<file path="src/thcp_defines.svh">
// timing counts and command codes for the tape host command port
// assumes the includer works on a 250 MHz system clock
`ifndef THCP_DEFINES_SVH
`define THCP_DEFINES_SVH

// ----------------------------------------------------------------
// timing
// ----------------------------------------------------------------
`define THCP_CLK_MHZ        250
`define THCP_ONE_US         1
`define THCP_US_CYC         (`THCP_ONE_US * `THCP_CLK_MHZ)
`define THCP_SPEED_CHG_US   20
`define THCP_SPEED_CHG_CYC  (`THCP_SPEED_CHG_US * `THCP_CLK_MHZ)

// ----------------------------------------------------------------
// functional command codes, bit 4 down to bit 0
// ----------------------------------------------------------------
`define THCP_READ_FWD       5'h00
`define THCP_READ_REV       5'h08
`define THCP_READ_SENSE     5'h19
`define THCP_WRITE          5'h04
`define THCP_WRITE_MARK     5'h06
`define THCP_WRITE_EXT      5'h0e
`define THCP_CTRL_ERASE     5'h05
`define THCP_FIXED_ERASE    5'h07
`define THCP_SEC_ERASE      5'h17
`define THCP_SPACE_FWD      5'h01
`define THCP_SPACE_REV      5'h09
`define THCP_SEARCH_FWD     5'h03
`define THCP_SEARCH_REV     5'h0b
`define THCP_SEL_PE         5'h13
`define THCP_SEL_GCR        5'h12

// ----------------------------------------------------------------
// diagnostic command codes
// ----------------------------------------------------------------
`define THCP_DIAG_INVOKE    5'h0c
`define THCP_LOOP_WR_RD     5'h0f
`define THCP_STATUS_SEQ     5'h10
`define THCP_CMD_WRAP       5'h11
`define THCP_EXT_SENSE      5'h1d
`define THCP_DATA_LOOP      5'h1f

`endif

</file>
<file path="src/thcp_pkg.sv">
// types for the tape host command port
// assumes thcp_defines.svh carries the numbers
package thcp_pkg;

	// ----------------------------------------------------------------
	// operation classes from command decode
	// ----------------------------------------------------------------
	typedef enum logic [2:0] {
		THCP_OP_NONE  = 3'b000,
		THCP_OP_READ  = 3'b001,
		THCP_OP_WRITE = 3'b010,
		THCP_OP_MOVE  = 3'b011,
		THCP_OP_ERASE = 3'b100,
		THCP_OP_DIAG  = 3'b101,
		THCP_OP_MODE  = 3'b110
	} thcp_op_t;

	// ----------------------------------------------------------------
	// command sequencer states
	// ----------------------------------------------------------------
	typedef enum logic [2:0] {
		THCP_ST_IDLE  = 3'b000,
		THCP_ST_SPEED = 3'b001,
		THCP_ST_XFER  = 3'b010,
		THCP_ST_TAIL  = 3'b011,
		THCP_ST_RWND  = 3'b100,
		THCP_ST_UNLD  = 3'b101
	} thcp_state_t;

endpackage

</file>
<file path="src/thcp_sync.sv">
// two-stage synchroniser for a vector of asynchronous pin inputs
// assumes the pins are quasi-static against sys_clk
`timescale 1ns/10ps

module thcp_sync #(
	parameter int W = 1
) (
	input  wire logic         sys_clk,
	input  wire logic         rst_n,
	input  wire logic [W-1:0] pin_in,
	output logic      [W-1:0] sync_out
);

	logic [W-1:0] meta_q;

	// ----------------------------------------------------------------
	// two flops, first read only by second
	// ----------------------------------------------------------------
	always_ff @(posedge sys_clk or negedge rst_n) begin
		if (!rst_n) begin
			meta_q   <= '0;
			sync_out <= '0;
		end else begin
			meta_q   <= pin_in;
			sync_out <= meta_q;
		end
	end

endmodule

</file>
<file path="src/thcp_port.sv">
// tape host command port: go strobe, offline, enable, status outputs
// assumes host pins are asynchronous and tape mechanics report via pins
//
// Overview of operation
// - go-offline drops ready after 1 us, then goes offline, rewinds, unloads.
// - go-offline ignored when offline or formatter busy.
// - enable falling while online stops motion, ends command; offline ignored.
// - accepting a new command clears overrun, hard error and corrected error status.
// - write data is eight lines, bit zero most significant, plus parity.
// - speed select picks 100 or 50 IPS; change speed before executing.
// - long gap adds 0.3 inch to the gap, only at 100 IPS.
// - five command lines decode to 15 functional, 6 diagnostic operations.
// - functional command codes decode per fixed table.
// - diagnostic command codes decode per fixed table.
// - busy rises within 1 us of go, holds until command completes.
// - data busy only in transfer; new command queued till previous done.
// - error pulses hard error low while busy, then holds it low.
// - corrected error pulses, held low after data busy, cleared next record.
// - ready only when loaded, not rewinding, not machine check.
// - online shown when online; offline forces other status off.
// - end of tape set at marker, cleared at marker going backward.
// - command lines latched on go trailing edge; go held 1 us.
// - go during data busy sets overrun and is ignored; offline ignored.
`timescale 1ns/10ps
`include "thcp_defines.svh"

module thcp_port #(
	parameter int US_CYC       = `THCP_US_CYC,
	parameter int SPEED_CHG_CYC = `THCP_SPEED_CHG_CYC
) (
	input  wire logic       sys_clk,
	input  wire logic       rst_n,
	input  wire logic       go_strobe,
	input  wire logic [4:0] cmd_bits,
	input  wire logic       go_offline_req,
	input  wire logic       formatter_enable_in,
	input  wire logic       final_byte_flag,
	input  wire logic [8:0] wr_data_bus,
	input  wire logic       speed_select,
	input  wire logic       long_gap_req,
	input  wire logic       online_sw,
	input  wire logic       tape_loaded,
	input  wire logic       rewind_done,
	input  wire logic       machine_check,
	input  wire logic       xfer_done,
	input  wire logic       motion_done,
	input  wire logic       err_detect,
	input  wire logic       corr_event,
	input  wire logic       eot_marker,
	input  wire logic       tape_reverse,
	output logic            formatter_busy_out,
	output logic            xfer_busy_out,
	output logic            hard_err_n_out,
	output logic            corrected_err_n_out,
	output logic            unit_ready,
	output logic            online_stat,
	output logic            rewinding_out,
	output logic            end_of_tape_out,
	output logic            high_speed_out,
	output logic            cmd_overrun_out,
	output logic            motion_run_out,
	output logic            unload_out,
	output logic            long_gap_out,
	output logic            cmd_valid_out,
	output logic [4:0]      cmd_code_out,
	output logic [2:0]      cmd_class_out,
	output logic [8:0]      wr_byte_out,
	output logic            wr_last_out
);

	// ----------------------------------------------------------------
	// synchronisers
	// ----------------------------------------------------------------
	localparam int NS = 22;
	logic [NS-1:0] raw_w;
	logic [NS-1:0] syn_w;
	assign raw_w = {go_strobe, cmd_bits, go_offline_req,
		formatter_enable_in, final_byte_flag, wr_data_bus,
		speed_select, long_gap_req, online_sw, eot_marker};

	thcp_sync #(.W(NS)) u_sync (
		.sys_clk  (sys_clk),
		.rst_n    (rst_n),
		.pin_in   (raw_w),
		.sync_out (syn_w)
	);

	logic       go_s;
	logic [4:0] cmd_s;
	logic       ofl_s;
	logic       en_s;
	logic       last_s;
	logic [8:0] wd_s;
	logic       hisp_s;
	logic       lgap_s;
	logic       onsw_s;
	logic       eot_s;
	assign {go_s, cmd_s, ofl_s, en_s, last_s, wd_s, hisp_s, lgap_s,
		onsw_s, eot_s} = syn_w;

	// ----------------------------------------------------------------
	// edge detect and state registers
	// ----------------------------------------------------------------
	logic                 go_q;
	logic                 ofl_q;
	logic                 en_q;
	logic                 eot_q;
	logic                 online_q;
	logic                 busy_q;
	logic                 hispd_q;
	logic [4:0]           cmd_q;
	logic                 pend_q;
	logic [4:0]           pend_cmd_q;
	logic                 ofl_pend_q;
	logic [15:0]          ofl_cnt_q;
	logic [15:0]          spd_cnt_q;
	logic                 hard_q;
	logic                 corr_q;
	logic                 eot_stat_q;
	logic                 ready_kill_q;
	logic                 ovr_q;
	thcp_pkg::thcp_state_t st_q;
	thcp_pkg::thcp_state_t st_d;

	wire go_rise   = go_s & ~go_q;
	wire go_fall   = ~go_s & go_q;
	wire ofl_rise  = ofl_s & ~ofl_q;
	wire en_fall   = ~en_s & en_q;
	wire eot_rise  = eot_s & ~eot_q;
	wire in_xfer   = (st_q == thcp_pkg::THCP_ST_XFER);
	wire idle      = (st_q == thcp_pkg::THCP_ST_IDLE);

	// ----------------------------------------------------------------
	// command decode
	// ----------------------------------------------------------------
	function automatic thcp_pkg::thcp_op_t decode(input logic [4:0] c);
		thcp_pkg::thcp_op_t r;
		r = thcp_pkg::THCP_OP_NONE;
		case (c)
			`THCP_READ_FWD, `THCP_READ_REV,
			`THCP_READ_SENSE:  r = thcp_pkg::THCP_OP_READ;
			`THCP_WRITE, `THCP_WRITE_MARK,
			`THCP_WRITE_EXT:   r = thcp_pkg::THCP_OP_WRITE;
			`THCP_CTRL_ERASE, `THCP_FIXED_ERASE,
			`THCP_SEC_ERASE:   r = thcp_pkg::THCP_OP_ERASE;
			`THCP_SPACE_FWD, `THCP_SPACE_REV,
			`THCP_SEARCH_FWD,
			`THCP_SEARCH_REV:  r = thcp_pkg::THCP_OP_MOVE;
			`THCP_SEL_PE, `THCP_SEL_GCR:
				r = thcp_pkg::THCP_OP_MODE;
			`THCP_DIAG_INVOKE, `THCP_LOOP_WR_RD, `THCP_STATUS_SEQ,
			`THCP_CMD_WRAP, `THCP_EXT_SENSE,
			`THCP_DATA_LOOP:   r = thcp_pkg::THCP_OP_DIAG;
			default:           r = thcp_pkg::THCP_OP_NONE;
		endcase
		return r;
	endfunction

	wire thcp_pkg::thcp_op_t op_w = decode(pend_cmd_q);
	wire moves  = (op_w != thcp_pkg::THCP_OP_MODE) &&
		(op_w != thcp_pkg::THCP_OP_DIAG);
	wire xfers  = (op_w == thcp_pkg::THCP_OP_READ) ||
		(op_w == thcp_pkg::THCP_OP_WRITE) ||
		(op_w == thcp_pkg::THCP_OP_DIAG);

	// go accepted on trailing edge; refused while data busy or offline
	wire go_ok      = go_fall & online_q & ~in_xfer & ~pend_q;
	wire go_overrun = go_rise & online_q & in_xfer;
	wire start_cmd  = idle & pend_q & online_q & en_s;
	wire spd_diff   = (hisp_s != hispd_q) & moves;
	wire abort      = en_fall & online_q;
	wire ofl_ok     = ofl_rise & online_q & ~busy_q & idle;
	wire ofl_fire   = ofl_pend_q &&
		(ofl_cnt_q == 16'(US_CYC - 1));

	// ----------------------------------------------------------------
	// sequencer next state
	// ----------------------------------------------------------------
	always_comb begin
		st_d = st_q;
		case (st_q)
			thcp_pkg::THCP_ST_IDLE: begin
				if (ofl_fire)
					st_d = thcp_pkg::THCP_ST_RWND;
				else if (start_cmd && spd_diff)
					st_d = thcp_pkg::THCP_ST_SPEED;
				else if (start_cmd)
					st_d = xfers ? thcp_pkg::THCP_ST_XFER
						: thcp_pkg::THCP_ST_TAIL;
			end
			thcp_pkg::THCP_ST_SPEED: begin
				if (spd_cnt_q == 16'(SPEED_CHG_CYC - 1))
					st_d = xfers ? thcp_pkg::THCP_ST_XFER
						: thcp_pkg::THCP_ST_TAIL;
			end
			thcp_pkg::THCP_ST_XFER: begin
				if (xfer_done)
					st_d = thcp_pkg::THCP_ST_TAIL;
			end
			thcp_pkg::THCP_ST_TAIL: begin
				if (motion_done)
					st_d = thcp_pkg::THCP_ST_IDLE;
			end
			thcp_pkg::THCP_ST_RWND: begin
				if (rewind_done)
					st_d = thcp_pkg::THCP_ST_UNLD;
			end
			thcp_pkg::THCP_ST_UNLD: st_d = thcp_pkg::THCP_ST_IDLE;
			default: st_d = thcp_pkg::THCP_ST_IDLE;
		endcase
		if (abort && !idle && st_q != thcp_pkg::THCP_ST_RWND &&
			st_q != thcp_pkg::THCP_ST_UNLD)
			st_d = thcp_pkg::THCP_ST_IDLE;
	end

	// ----------------------------------------------------------------
	// sequencer and control registers
	// ----------------------------------------------------------------
	always_ff @(posedge sys_clk or negedge rst_n) begin
		if (!rst_n) begin
			go_q       <= 1'b0;
			ofl_q      <= 1'b0;
			en_q       <= 1'b0;
			eot_q      <= 1'b0;
			st_q       <= thcp_pkg::THCP_ST_IDLE;
			pend_q     <= 1'b0;
			pend_cmd_q <= 5'h00;
			cmd_q      <= 5'h00;
			hispd_q    <= 1'b0;
			spd_cnt_q  <= 16'h0000;
		end else begin
			go_q  <= go_s;
			ofl_q <= ofl_s;
			en_q  <= en_s;
			eot_q <= eot_s;
			st_q  <= st_d;
			if (go_ok) begin
				pend_q     <= 1'b1;
				pend_cmd_q <= cmd_s;
			end else if (start_cmd || abort || !online_q) begin
				pend_q <= 1'b0;
			end
			if (start_cmd)
				cmd_q <= pend_cmd_q;
			if (st_q == thcp_pkg::THCP_ST_SPEED)
				spd_cnt_q <= spd_cnt_q + 16'h0001;
			else
				spd_cnt_q <= 16'h0000;
			if (start_cmd && moves)
				hispd_q <= hisp_s;
		end
	end

	// ----------------------------------------------------------------
	// online, offline request and busy
	// ----------------------------------------------------------------
	always_ff @(posedge sys_clk or negedge rst_n) begin
		if (!rst_n) begin
			online_q     <= 1'b0;
			ofl_pend_q   <= 1'b0;
			ofl_cnt_q    <= 16'h0000;
			ready_kill_q <= 1'b0;
			busy_q       <= 1'b0;
		end else begin
			if (ofl_ok) begin
				ofl_pend_q   <= 1'b1;
				ofl_cnt_q    <= 16'h0000;
			end else if (ofl_pend_q) begin
				ofl_cnt_q <= ofl_cnt_q + 16'h0001;
				if (ofl_fire) begin
					ofl_pend_q   <= 1'b0;
					ready_kill_q <= 1'b1;
				end
			end
			if (st_q == thcp_pkg::THCP_ST_RWND && ready_kill_q)
				online_q <= 1'b0;
			else if (onsw_s && idle && !ofl_pend_q && !ready_kill_q)
				online_q <= 1'b1;
			if (st_q == thcp_pkg::THCP_ST_UNLD)
				ready_kill_q <= 1'b0;
			// busy from go leading edge, well inside 1 us
			if (go_rise && online_q && !in_xfer)
				busy_q <= 1'b1;
			else if (st_d == thcp_pkg::THCP_ST_IDLE && !pend_q &&
				!go_ok && !go_s)
				busy_q <= 1'b0;
		end
	end

	// ----------------------------------------------------------------
	// status flags
	// ----------------------------------------------------------------
	always_ff @(posedge sys_clk or negedge rst_n) begin
		if (!rst_n) begin
			hard_q     <= 1'b0;
			corr_q     <= 1'b0;
			ovr_q      <= 1'b0;
			eot_stat_q <= 1'b0;
		end else begin
			// set wins over clear-on-accept
			if (go_overrun)
				ovr_q <= 1'b1;
			else if (start_cmd)
				ovr_q <= 1'b0;
			if (err_detect && busy_q)
				hard_q <= 1'b1;
			else if (start_cmd)
				hard_q <= 1'b0;
			if (corr_event && in_xfer)
				corr_q <= 1'b1;
			else if (start_cmd)
				corr_q <= 1'b0;
			if (eot_rise && !tape_reverse &&
				st_q != thcp_pkg::THCP_ST_RWND)
				eot_stat_q <= 1'b1;
			else if (eot_rise)
				eot_stat_q <= 1'b0;
		end
	end

	// ----------------------------------------------------------------
	// registered outputs, offline masks status outputs but not motion run, unload, long gap, command or write outputs
	// ----------------------------------------------------------------
	wire on_w    = online_q;
	wire rwnd_w  = (st_q == thcp_pkg::THCP_ST_RWND);
	wire pulse_h = busy_q & err_detect;
	wire pulse_c = corr_event & in_xfer;

	always_ff @(posedge sys_clk or negedge rst_n) begin
		if (!rst_n) begin
			formatter_busy_out  <= 1'b0;
			xfer_busy_out       <= 1'b0;
			hard_err_n_out      <= 1'b1;
			corrected_err_n_out <= 1'b1;
			unit_ready          <= 1'b0;
			online_stat         <= 1'b0;
			rewinding_out       <= 1'b0;
			end_of_tape_out     <= 1'b0;
			high_speed_out      <= 1'b0;
			cmd_overrun_out     <= 1'b0;
			motion_run_out      <= 1'b0;
			unload_out          <= 1'b0;
			long_gap_out        <= 1'b0;
			cmd_valid_out       <= 1'b0;
			cmd_code_out        <= 5'h00;
			cmd_class_out       <= 3'h0;
			wr_byte_out         <= 9'h000;
			wr_last_out         <= 1'b0;
		end else begin
			online_stat        <= on_w;
			formatter_busy_out <= on_w & busy_q;
			xfer_busy_out      <= on_w & in_xfer;
			// pulsed low while busy, solid low once not busy
			hard_err_n_out <= ~(on_w & ((busy_q & pulse_h) |
				(hard_q & ~busy_q)));
			corrected_err_n_out <= ~(on_w & (pulse_c |
				(corr_q & ~in_xfer)));
			unit_ready <= on_w & tape_loaded & ~rwnd_w &
				~machine_check & ~ready_kill_q &
				~ofl_fire;
			rewinding_out   <= on_w & rwnd_w;
			end_of_tape_out <= on_w & eot_stat_q;
			high_speed_out  <= on_w & hispd_q;
			cmd_overrun_out <= on_w & ovr_q;
			motion_run_out  <= ~idle & (st_q !=
				thcp_pkg::THCP_ST_UNLD) & ~abort;
			unload_out      <= (st_q == thcp_pkg::THCP_ST_UNLD);
			long_gap_out    <= lgap_s & hispd_q;
			cmd_valid_out   <= start_cmd;
			if (start_cmd) begin
				cmd_code_out  <= pend_cmd_q;
				cmd_class_out <= op_w;
			end
			wr_byte_out <= wd_s;
			wr_last_out <= last_s & in_xfer &
				(decode(cmd_q) == thcp_pkg::THCP_OP_WRITE);
		end
	end

endmodule

</file>
<file path="config.mk">
export PLATFORM = sky130hd
export DESIGN_NAME = thcp_port
export DESIGN_NICKNAME = d
export VERILOG_FILES = /design/src/thcp_pkg.sv /design/src/thcp_sync.sv /design/src/thcp_port.sv
export VERILOG_INCLUDE_DIRS = /design/src /design/src/src
export SDC_FILE = /design/constraint.sdc
export NUM_CORES = 1
export LEC_CHECK = 0
export BUFFER_PORTS_ARGS = -buffer_cell sky130_fd_sc_hd__buf_4
export CAP_MARGIN = 5
export CORE_ASPECT_RATIO = 1.75
export CORE_MARGIN = 4
export CORE_UTILIZATION = 52
export CTS_CLUSTER_DIAMETER = 40
export DETAILED_ROUTE_END_ITERATION = 8
export PLACE_DENSITY = 0.73
export SETUP_SLACK_MARGIN = 0.05
export SLEW_MARGIN = 10
export SYNTH_ARGS = -nofsm -noshare
export SYNTH_HDL_FRONTEND = slang
export SYNTH_HIERARCHICAL = 1
export SYNTH_SLANG_ARGS = --single-unit
</file>
<file path="constraint.sdc">
create_clock -name sys_clk -period 4.4 [get_ports sys_clk]
set_clock_uncertainty 0.05 [all_clocks]
set_input_delay 0.88 -clock sys_clk [delete_from_list [all_inputs] [get_ports sys_clk]]
set_output_delay 0.88 -clock sys_clk [all_outputs]
set_load 0.02 [all_outputs]
</file>
; ---- Word-level counts from Yosys, hierarchy flattened
; Memories as Yosys holds them, arrays and structs flattened.
; Cells that the tools add are included.
[word_totals]
ff_bits = 130
latchBits = 0
inputBits = 32
rom_bits = 192
output_inout_bits = 32
ramBits = 0
mem_count = 2
wordCells = 196
[mem_list]
columns = memory, words, word_bits, rd, rd_ports_with_merged_regs, wr, line
row1 = (no name shown), 32, 3, 1, 0, 0, thcp_port.sv:139  ; case (c)
row2 = (no name shown), 32, 3, 1, 0, 0, thcp_port.sv:139
[classes]
n_div = 0
bitwise_logic = 59
n_mux = 32
order_cmp = 0
n_reduce_logical = 46
n_shift = 0
n_addsub = 2
eq_ne = 17
multipliers = 0
[ops]
columns = operator, count
row1 = $mux 16, 3
row2 = $and 1x1->1, 41
row3 = $add 16x1->16 const B, 2
row4 = $mux 3, 8
row5 = $logic_and 1x1->1, 20
row6 = $mux 1, 20
row7 = $reduce_bool 2->1, 10
row8 = $eq 16x13->1 const B, 1
row9 = $eq 16x8->1 const B, 1
row10 = $not 1->1, 16
row11 = $pmux 3 s5, 1
row12 = $eq 3x2->1 const B, 4
row13 = $ne 3x3->1 const B, 4
row14 = $eq 3x3->1 const B, 3
row15 = $logic_not 1->1, 9
row16 = $eq 3x1->1 const B, 2
row17 = $logic_not 3->1, 2
row18 = $logic_or 1x1->1, 4
row19 = $reduce_and 3->1, 1
row20 = $ne 2x1->1 const B, 1
row21 = $or 1x1->1, 2
row22 = $ne 1x1->1, 1

; ---- Logic depth before layout (Yosys ltp)
; Gate-level depths: netlist of run 1.
; An unclocked memory read counts as a cell.
[logic_depth]
ltp_word = 16
depth_mapped = 8
ltp_nobuf = 8

; ---- Cells and area by module
; The synthesis of run 1 kept the hierarchy.
[modules_own_cells]
columns = module, area_each_um2, cells_each, seq_area_each_um2, n_inst
row1 = thcp_port, 3866.2, 362, 2154.6, 1
row2 = thcp_sync, 1101.1, 44, 1101.1, 1

; ---- Least setup slack after synthesis of run 1
; No wires, ideal clock.
[synth_path]
path_kind = register to register
start = register pend_cmd_q[0]
end = register busy_q
setup_time_ps = 140
required_time_ps = 4210
n_path_buf = 0
period_less_slack_ps = 2104
path_slack_ps = 2296
t_arrival_ps = 1914
path_stages_with_launch = 9
cell_sequence = dfrtp_1 -> inv_1 -> ha_1 -> mux2_4 -> a211oi_4 -> and3_4 -> o21ai_1 -> a311oi_2 -> a31oi_1
[synth_via]
elab_chain_len = 15
word_cells_on_any_way = 23
classes_between = eq/ne: 5 / mux: 7 / bitwise: 1 / reduce/logical: 9 / memory: 1
[synth_rtl]
columns = item, line
row1 = "start, declared", thcp_port.sv:113  ; logic [4:0] pend_cmd_q;
row2 = "start signal, assigned", thcp_port.sv:239  ; pend_cmd_q <= cmd_s;
row3 = $mem_v2 32x3 (*), -
row4 = $eq 3x1->1 / $eq 3x2->1 (equally long branches), "thcp_port.sv:162, thcp_port.sv:163"
row5 = $logic_or 1x1->1, thcp_port.sv:162  ; wire xfers = (op_w == thcp_pkg::THCP_OP_READ) ||
row6 = $logic_or 1x1->1, thcp_port.sv:163  ; (op_w == thcp_pkg::THCP_OP_WRITE) ||
row7 = $mux 1, "thcp_port.sv:188, thcp_port.sv:193"
row8 = $mux 3, thcp_port.sv:187  ; else if (start_cmd)
row9 = $mux 3, thcp_port.sv:185  ; else if (start_cmd && spd_diff)
row10 = $mux 3, thcp_port.sv:183  ; if (ofl_fire)
row11 = $pmux 3 s5 (*), thcp_port.sv:181  ; case (st_q)
row12 = $mux 3 (*), thcp_port.sv:211  ; if (abort && !idle && st_q != thcp_pkg::THCP_ST_RWND &&
row13 = $logic_not 3->1 (*), thcp_port.sv:284  ; else if (st_d == thcp_pkg::THCP_ST_IDLE && !pend_q &&
row14 = $logic_and 1x1->1 (*) (2 in series), thcp_port.sv:284
row15 = $logic_and 1x1->1 (*), thcp_port.sv:285  ; !go_ok && !go_s)
row16 = $reduce_bool 2->1 (no source line) (*), -
row17 = "end signal, assigned", thcp_port.sv:263  ; busy_q <= 1'b0;
row18 = "end signal, assigned", thcp_port.sv:283  ; busy_q <= 1'b1;
row19 = "end signal, assigned", thcp_port.sv:286  ; busy_q <= 1'b0;
row20 = "end, declared", thcp_port.sv:109  ; logic busy_q;
; Every way passes the cells marked *; elsewhere a longest branch is shown, timed or not.
; A chain may end at the register's enable or synchronous reset.

; ---- Worst setup path after layout of run 1
[layout_path]
start = register pend_cmd_q[2]
end = register busy_q
; The elaborated chain is that of the path after synthesis.

==> results of run 1 <==
-- layer usage --
layer	global-route usage, %	vias to the layer above
met5	0	-
met4	7.856	0
met3	5.563	14
met2	29.48	50
met1	21.50	1595
li1	-	1528
-- layout make-up --
| type | instances | area [um2] | area share [%] |
|---|---|---|---|
| Sequential cell | 130 | 3256 | 53.05 |
| Multi-Input combinational cell | 251 | 1607 | 26.18 |
| Timing Repair Buffer | 65 | 488.0 | 7.951 |
| Clock buffer | 19 | 452.9 | 7.380 |
| Tap cell | 122 | 152.6 | 2.487 |
| Clock inverter | 13 | 136.4 | 2.222 |
| Inverter | 12 | 45.04 | 0.7339 |
-- cell usage after synthesis (3+ instances only) --
master    instances  area, um2
nand4_1          10      62.56
and2_1            7      43.79
a21oi_1           9      45.04
nand2_1          40      150.1
nor4bb_1          3      30.03
mux2_2            8      90.09
mux2_4            3      45.04
buf_2             3      15.01
or3_1             6      37.54
o21ai_0          16      80.08
nor2_1           47      176.4
nor3_1            9      45.04
nand3_1          10      50.05
clkbuf_1          7      26.28
xor2_1           18      157.7
nor3b_1           3      22.52
xnor2_1           6      52.55
and3_1            4      25.02
nor4b_1           3      26.28
dfrtp_1         128       3203
nor2b_1           4      25.02
ha_1             10      125.1
inv_1            12      45.04
-- logic make-up after synthesis --
kind of cell / count (synthesis)
AO/OA/AOI/OAI: 47
flip-flops: 130
XOR/XNOR: 24
buffers and inverters: 25
multiplexers: 12
adder cells (fa/ha/maj): 10
AND/OR/NAND/NOR: 158
-- final timing paths --
path,to,slack (ns),cells past startpoint
min,wr_byte_out[0]$_DFF_PN0_,0.29,0
max,busy_q$_DFFE_PN0P_,2.09,7
min in group asynchronous,u_sync/sync_out[16]$_DFF_PN0_,0.56,1
max in group asynchronous,spd_cnt_q[8]$_DFF_PN0_,2.79,2
max reg2reg,busy_q$_DFFE_PN0P_,2.09,7
min reg2reg,wr_byte_out[0]$_DFF_PN0_,0.29,0
-- state kept, by name, summed over array words and instances, names as in the netlist, 3 cells and up --
name             flops
u_sync/meta_q       22
spd_cnt_q           16
wr_byte_out          9
u_sync/sync_out     22
st_q                 3
pend_cmd_q           5
cmd_code_out         5
ofl_cnt_q           16
cmd_class_out        3
-- cells in the final DEF (no fill, tap or decap), types with 6 or more instances in the layout --
master,instances
a21oi_1,9
and2_1,7
buf_4,65
clkbuf_16,17
dfrtp_1,128
ha_1,10
inv_1,12
mux2_2,8
nand2_1,40
nand3_1,10
nand4_1,10
nor2_1,47
nor3_1,9
o21ai_0,16
or3_1,6
xnor2_1,6
xor2_1,18
-- per-stage QoR --
step           power [W]  util, %  hold WS, ns  worst slack (ns)  instances
2_1_floorplan   0.001262        -       0.2812             2.296        406
3_3_place_gp    0.001316    58.96       0.2815             2.175        580
3_5_place_dp    0.001320    58.96       0.2847             2.115        580
4_1_cts         0.002685    65.23       0.2980             2.088        612
5_1_grt         0.002757    65.23       0.3012             1.944        612
6_report        0.002655    65.23       0.2941             2.087        612
-- power groups by stage --
stage	logic (W)	registers, W	clock network (W)
floorplan	0.00000522	0.00126	0
global placement	0.0000627	0.00125	0
detailed placement	0.0000644	0.00126	0
CTS	0.0000648	0.00123	0.00139
global route	0.0000704	0.00124	0.00145
finish	0.0000624	0.00123	0.00136
==> key figures, run 1 <==
Run status
  • Outcome: finished, final reports clean

Floorplanning
  • Std cell rows: 47
  • Initial Utilization: 52.79%
  • DIE HEIGHT: 137.3 um
  • DIE AREA: 11,240 um2
  • IO Pins: 64
  • Core area: 9409 um2
  • Width of the chip: 81.88 um

GRT
  • First-pass GRT wire length: 15,160 um
  • Gr ovfl total: 0
  • Largest net degree at the start of global routing: 78
  • Vias in the first global route: 3,257
  • All-Layer GR Usage: 17.96%
  • Initial antenna violation count: 0

Route
  • Pre-antenna DRT Iters: 4
  • Post-route DRC violation count: 0
  • Met1 wire length: 3599 um
  • Top sig layer: met4
  • Initial DRC count: 131
  • Met2 wire length: 5034 um
  • Detailed-route via count: 3,187
  • Routed Antenna Nets: 0
  • Metal3 WL: 279 um
  • DRT Wirelength: 9112 um
  • Wire per inst: 14.89 um
  • Vias per cell: 5.208

Logic synthesis
  • Synth warnings: 6
  • Post-synth EDFFs: 0
  • Compound-cell area share of the yosys netlist: 6.574%
  • Primary FF master, synth: dfrtp_1
  • Syn Std Cell Area: 4967 um2
  • Syn_nets: 448
  • Post-synthesis cell type count: 52
  • Adder-Cell Fraction of Synth Area: 2.519%
  • Cells after Synth: 406
  • Post-synthesis mux area share: 2.922%
  • Main combinational cell family by area after synthesis: simple AND/OR/NAND/NOR gates
  • Syn avg cell area: 12.23 um2
  • Simple-gate share of the synthesized area: 16.10%
  • Yosys reg bits: 130
  • Sequential fraction of the synthesis area: 65.54%
  • Async SR Flop Fraction: 100.0%
  • Post-Synth XOR/XNOR Area: 4.232%

Layout
  • N_diodes: 0
  • Fraction of layout cells with a size suffix above 1: 24.08%
  • Nets@finish: 519
  • Finished Cell Area: 6137 um2
  • Filler Cell Count: 740
  • Area Overhead vs Synth: 23.55%

Clock tree
  • Clk slew on worst S/H paths: 0.06 ns
  • TritonCTS clock tree: built
  • CTS Buffer Depth: 2
  • H-tree depth: 4
  • Hold-fix buffer count after cts: 0
  • Skew-Pair Late Insertion Delay: 0.41 ns
  • Post-CTS Resized: 0
  • CTS Buf Count: 17
  • Clock Tree Root: clkbuf_16
  • CTS sink cnt: 130
  • Post CTS Setup Buffer Count: 0

Pwr
  • Leakage: 2.911 nW
  • Net Switching: 0.0005436 W
  • Clock power frac: 51.1%
  • Net Sw Frac: 20.47%
  • Peak supply drop: 0.0003161 V
  • Internal power: 0.002111 W
  • Sequential Power Share: 46.5%
  • P per Cell Area: 432.6 nW/um2
  • Combinational power share: 2.4%

Worst setup path
  • CP cell instances: ha_1 > nor3b_1 > a211oi_4 > and3_4 > o21ba_2 > o32ai_1 > a31oi_1
  • Worst path max stage delay: 0.50 ns
  • Crit path max-delay family: compound AO/OA/AOI/OAI gates
  • CP Launch Point: pend_cmd_q[2]$_DFFE_PN0P_
  • CP Capture Type: flop
  • R2R Path Start: pend_cmd_q[2]$_DFFE_PN0P_
  • Crit start category: flop
  • Buf/Inv on CP: 0
  • Crit path max fanout: 11
  • Crit path kind: flop to flop
  • Crit path required time: 4.62 ns
  • CP arrival: 2.53 ns
  • Slowest CP cell: dfrtp_1

Timing
  • Final worst path period need: 2.313 ns
  • Setup TNS: 0 ns
  • Peak Freq: 432.4 MHz
  • Worst-margin pin slew: 0.9405 ns
  • RSZ-0062 raised after global routing: no
  • Slew headroom: 37.30%
  • Period utilisation layout: 52.57%
  • Final setup fails: 0
  • Final Hold Viols: 0
  • Slew Limit Fails: 0

Min path
  • Hold/Removal Path Class: flop to flop
  • Hold Path Origin: u_sync/sync_out[4]$_DFF_PN0_

Job
  • Max-Cap Viols: 0

Place
  • IO Port Bufs: 63
  • Hpwl dp: 6143 um
  • Placed Area: 5548 um2
  • Placer Congestion: 0.7847
(Power assumes the default switching activity.)
==> run 2: changes to the inputs <==
CORE_UTILIZATION = 51   (was 52)
PLACE_DENSITY = 0.75   (was 0.73)
clock period = 1.9 ns   (was 4.4 ns; I/O delays follow)
==> key figures, run 2 (synthesis gave the netlist of run 1 again) <==
Run status
  • Outcome: finished with violations
  • Failing checks: setup timing

Layout
  • Fraction of layout cells with a size suffix above 1: 32.66%
  • Final Instance Count excl. Fillers: 664
  • Largest regs: u_sync/meta_q x22, u_sync/sync_out x22
  • Most frequent cells in the layout: dfrtp_1 (125), buf_4 (95), nor2_1 (45)
  • Area Overhead vs Synth: 35.54%
  • Multi-input gate area: 1709 um2
  • Sequential cell area: 3259 um2
  • Fin util: 71.11%
  • Filler Cell Count: 614
  • N_diodes: 0
  • Nets@finish: 571
  • Most common cell after layout, fill and taps aside: dfrtp_1

Worst setup path
  • Reg2Reg Depth: 8
  • Crit start category: flop
  • CP arrival: 2.42 ns
  • CP Capture Type: flop
  • Crit path required time: 2.15 ns
  • Crit path kind: flop to flop
  • Crit path max fanout: 6

Floorplanning
  • Core area: 9468 um2
  • IO Pins: 64
  • Width of the chip: 82.60 um
  • Initial Utilization: 52.46%
  • Std cell rows: 47
  • DIE HEIGHT: 138.6 um
  • DIE AREA: 11,440 um2

Clock tree
  • Skew-Pair Late Insertion Delay: 0.41 ns
  • H-tree depth: 4
  • TritonCTS clock tree: built
  • Clock Tree Root: clkbuf_16
  • Clk slew on worst S/H paths: 0.06 ns
  • CTS Buffer Depth: 2
  • CTS Buf Count: 17
  • CTS sink cnt: 130

Route
  • Vias per cell: 5.324
  • Wire per inst: 15.48 um
  • Routed Antenna Nets: 0
  • Detailed-route via count: 3,535
  • DRT Wirelength: 10,280 um
  • Pre-antenna DRT Iters: 4
  • Post-route DRC violation count: 0
  • Initial DRC count: 129

Place
  • Dpl cells: 609
  • Placer Congestion: 0.8222
  • Hpwl dp: 6683 um
  • IO Port Bufs: 63

Timing
  • Worst-margin pin slew: 0.4289 ns
  • Final Hold Viols: 0
  • Post-Route Hold Slack: 0.01712 ns
  • Period utilisation layout: 114.0%
  • Slew Limit Fails: 0
  • RSZ-0062 raised after global routing: yes
  • Slew headroom: 71.20%
  • Final worst setup slack: -0.2661 ns
  • Final worst path period need: 2.166 ns
  • Final setup fails: 4
  • Peak Freq: 461.7 MHz
  • Setup TNS: -0.8653 ns

GRT
  • Vias in the first global route: 3,838
  • First-pass GRT wire length: 17,640 um
  • Initial antenna violation count: 0
  • All-Layer GR Usage: 20.35%
  • Largest net degree at the start of global routing: 46
  • Gr ovfl total: 0

Pwr
  • Net Sw Frac: 22.12%
  • Net Switching: 0.001388 W
  • Sequential Power Share: 45.5%
  • Peak supply drop: 0.0007049 V
  • Combinational power share: 2.8%
  • Internal power: 0.004888 W
  • Leakage: 3.199 nW
  • P per Cell Area: 932.2 nW/um2
  • Clock power frac: 51.7%
  • Pwr Total: 0.006276 W

Min path
  • Hold Path Depth: 1
  • Hold/Removal Path Class: primary input to flop

Job
  • Max-Cap Viols: 0
-- run 2: worst paths after layout --
kind	startpoint	to	slack, ns
worst max-delay path	pend_cmd_q[0]$_DFFE_PN0P_	hispd_q$_DFFE_PN0P_	-0.27
worst min-delay path	online_sw	u_sync/meta_q[1]$_DFF_PN0_	0.02
worst max register to register	pend_cmd_q[0]$_DFFE_PN0P_	hispd_q$_DFFE_PN0P_	-0.27
worst min register to register	u_sync/sync_out[5]$_DFF_PN0_	wr_byte_out[1]$_DFF_PN0_	0.30
max in group asynchronous	rst_n	hard_err_n_out$_DFF_PN1_	0.79
min in group asynchronous	rst_n	u_sync/sync_out[7]$_DFF_PN0_	0.39
-- run 2: final cells by class --
type                    instances  share of cell area (%)
flip-flops and latches        130                   48.41
multi-input cells             251                   25.39
repair buffers                117                   14.35
clock buffers                  17                   6.319
clock inverters                15                   2.565
well taps                     122                   2.267
inverters                      12                  0.7062
-- run 2: power by group through the flow --
stage / clock network (W) / registers, W / logic (W)
floorplan: 0 / 0.00291 / 0.0000123
global placement: 0 / 0.00290 / 0.000155
detailed placement: 0 / 0.00291 / 0.000160
CTS: 0.00331 / 0.00286 / 0.000167
global route: 0.00345 / 0.00286 / 0.000194
finish: 0.00325 / 0.00286 / 0.000173
-- run 2: critical path: stages, from the launching register on --
cell and delay [ns]:
dfrtp_2 0.46, ha_1 0.23, mux2_4 0.26, a21o_1 0.21, buf_4 0.16, a21oi_1 0.16
o21ba_4 0.21, nor2_4 0.04, mux2_4 0.29
-- run 2: metrics by stage --
step,setup WS (ns),cell area (um2)
floorplan,-0.1668,4991
global placement,-0.2171,5814
CTS,-0.2626,6639
finish,-0.2661,6733
global route,-0.3707,6733
detailed placement,-0.2581,5814
-- run 2: layer usage --
metal	vias up	track usage, %	wire length [um]
li1	1636	-	-
met5	-	0	0
met4	0	10.94	342
met2	96	34.09	5699
met3	27	7.022	509
met1	1776	21.79	3725
-- run 2: timing repair --
item | CTS | global route
pin swaps | 12 | 11
buffers inserted | 14 | 3
endpoints found under the hold margin | 29 | 6
hold buffers | 4 | 6
endpoints found under the setup margin | 6 | 8
gates resized for setup | 21 | 9
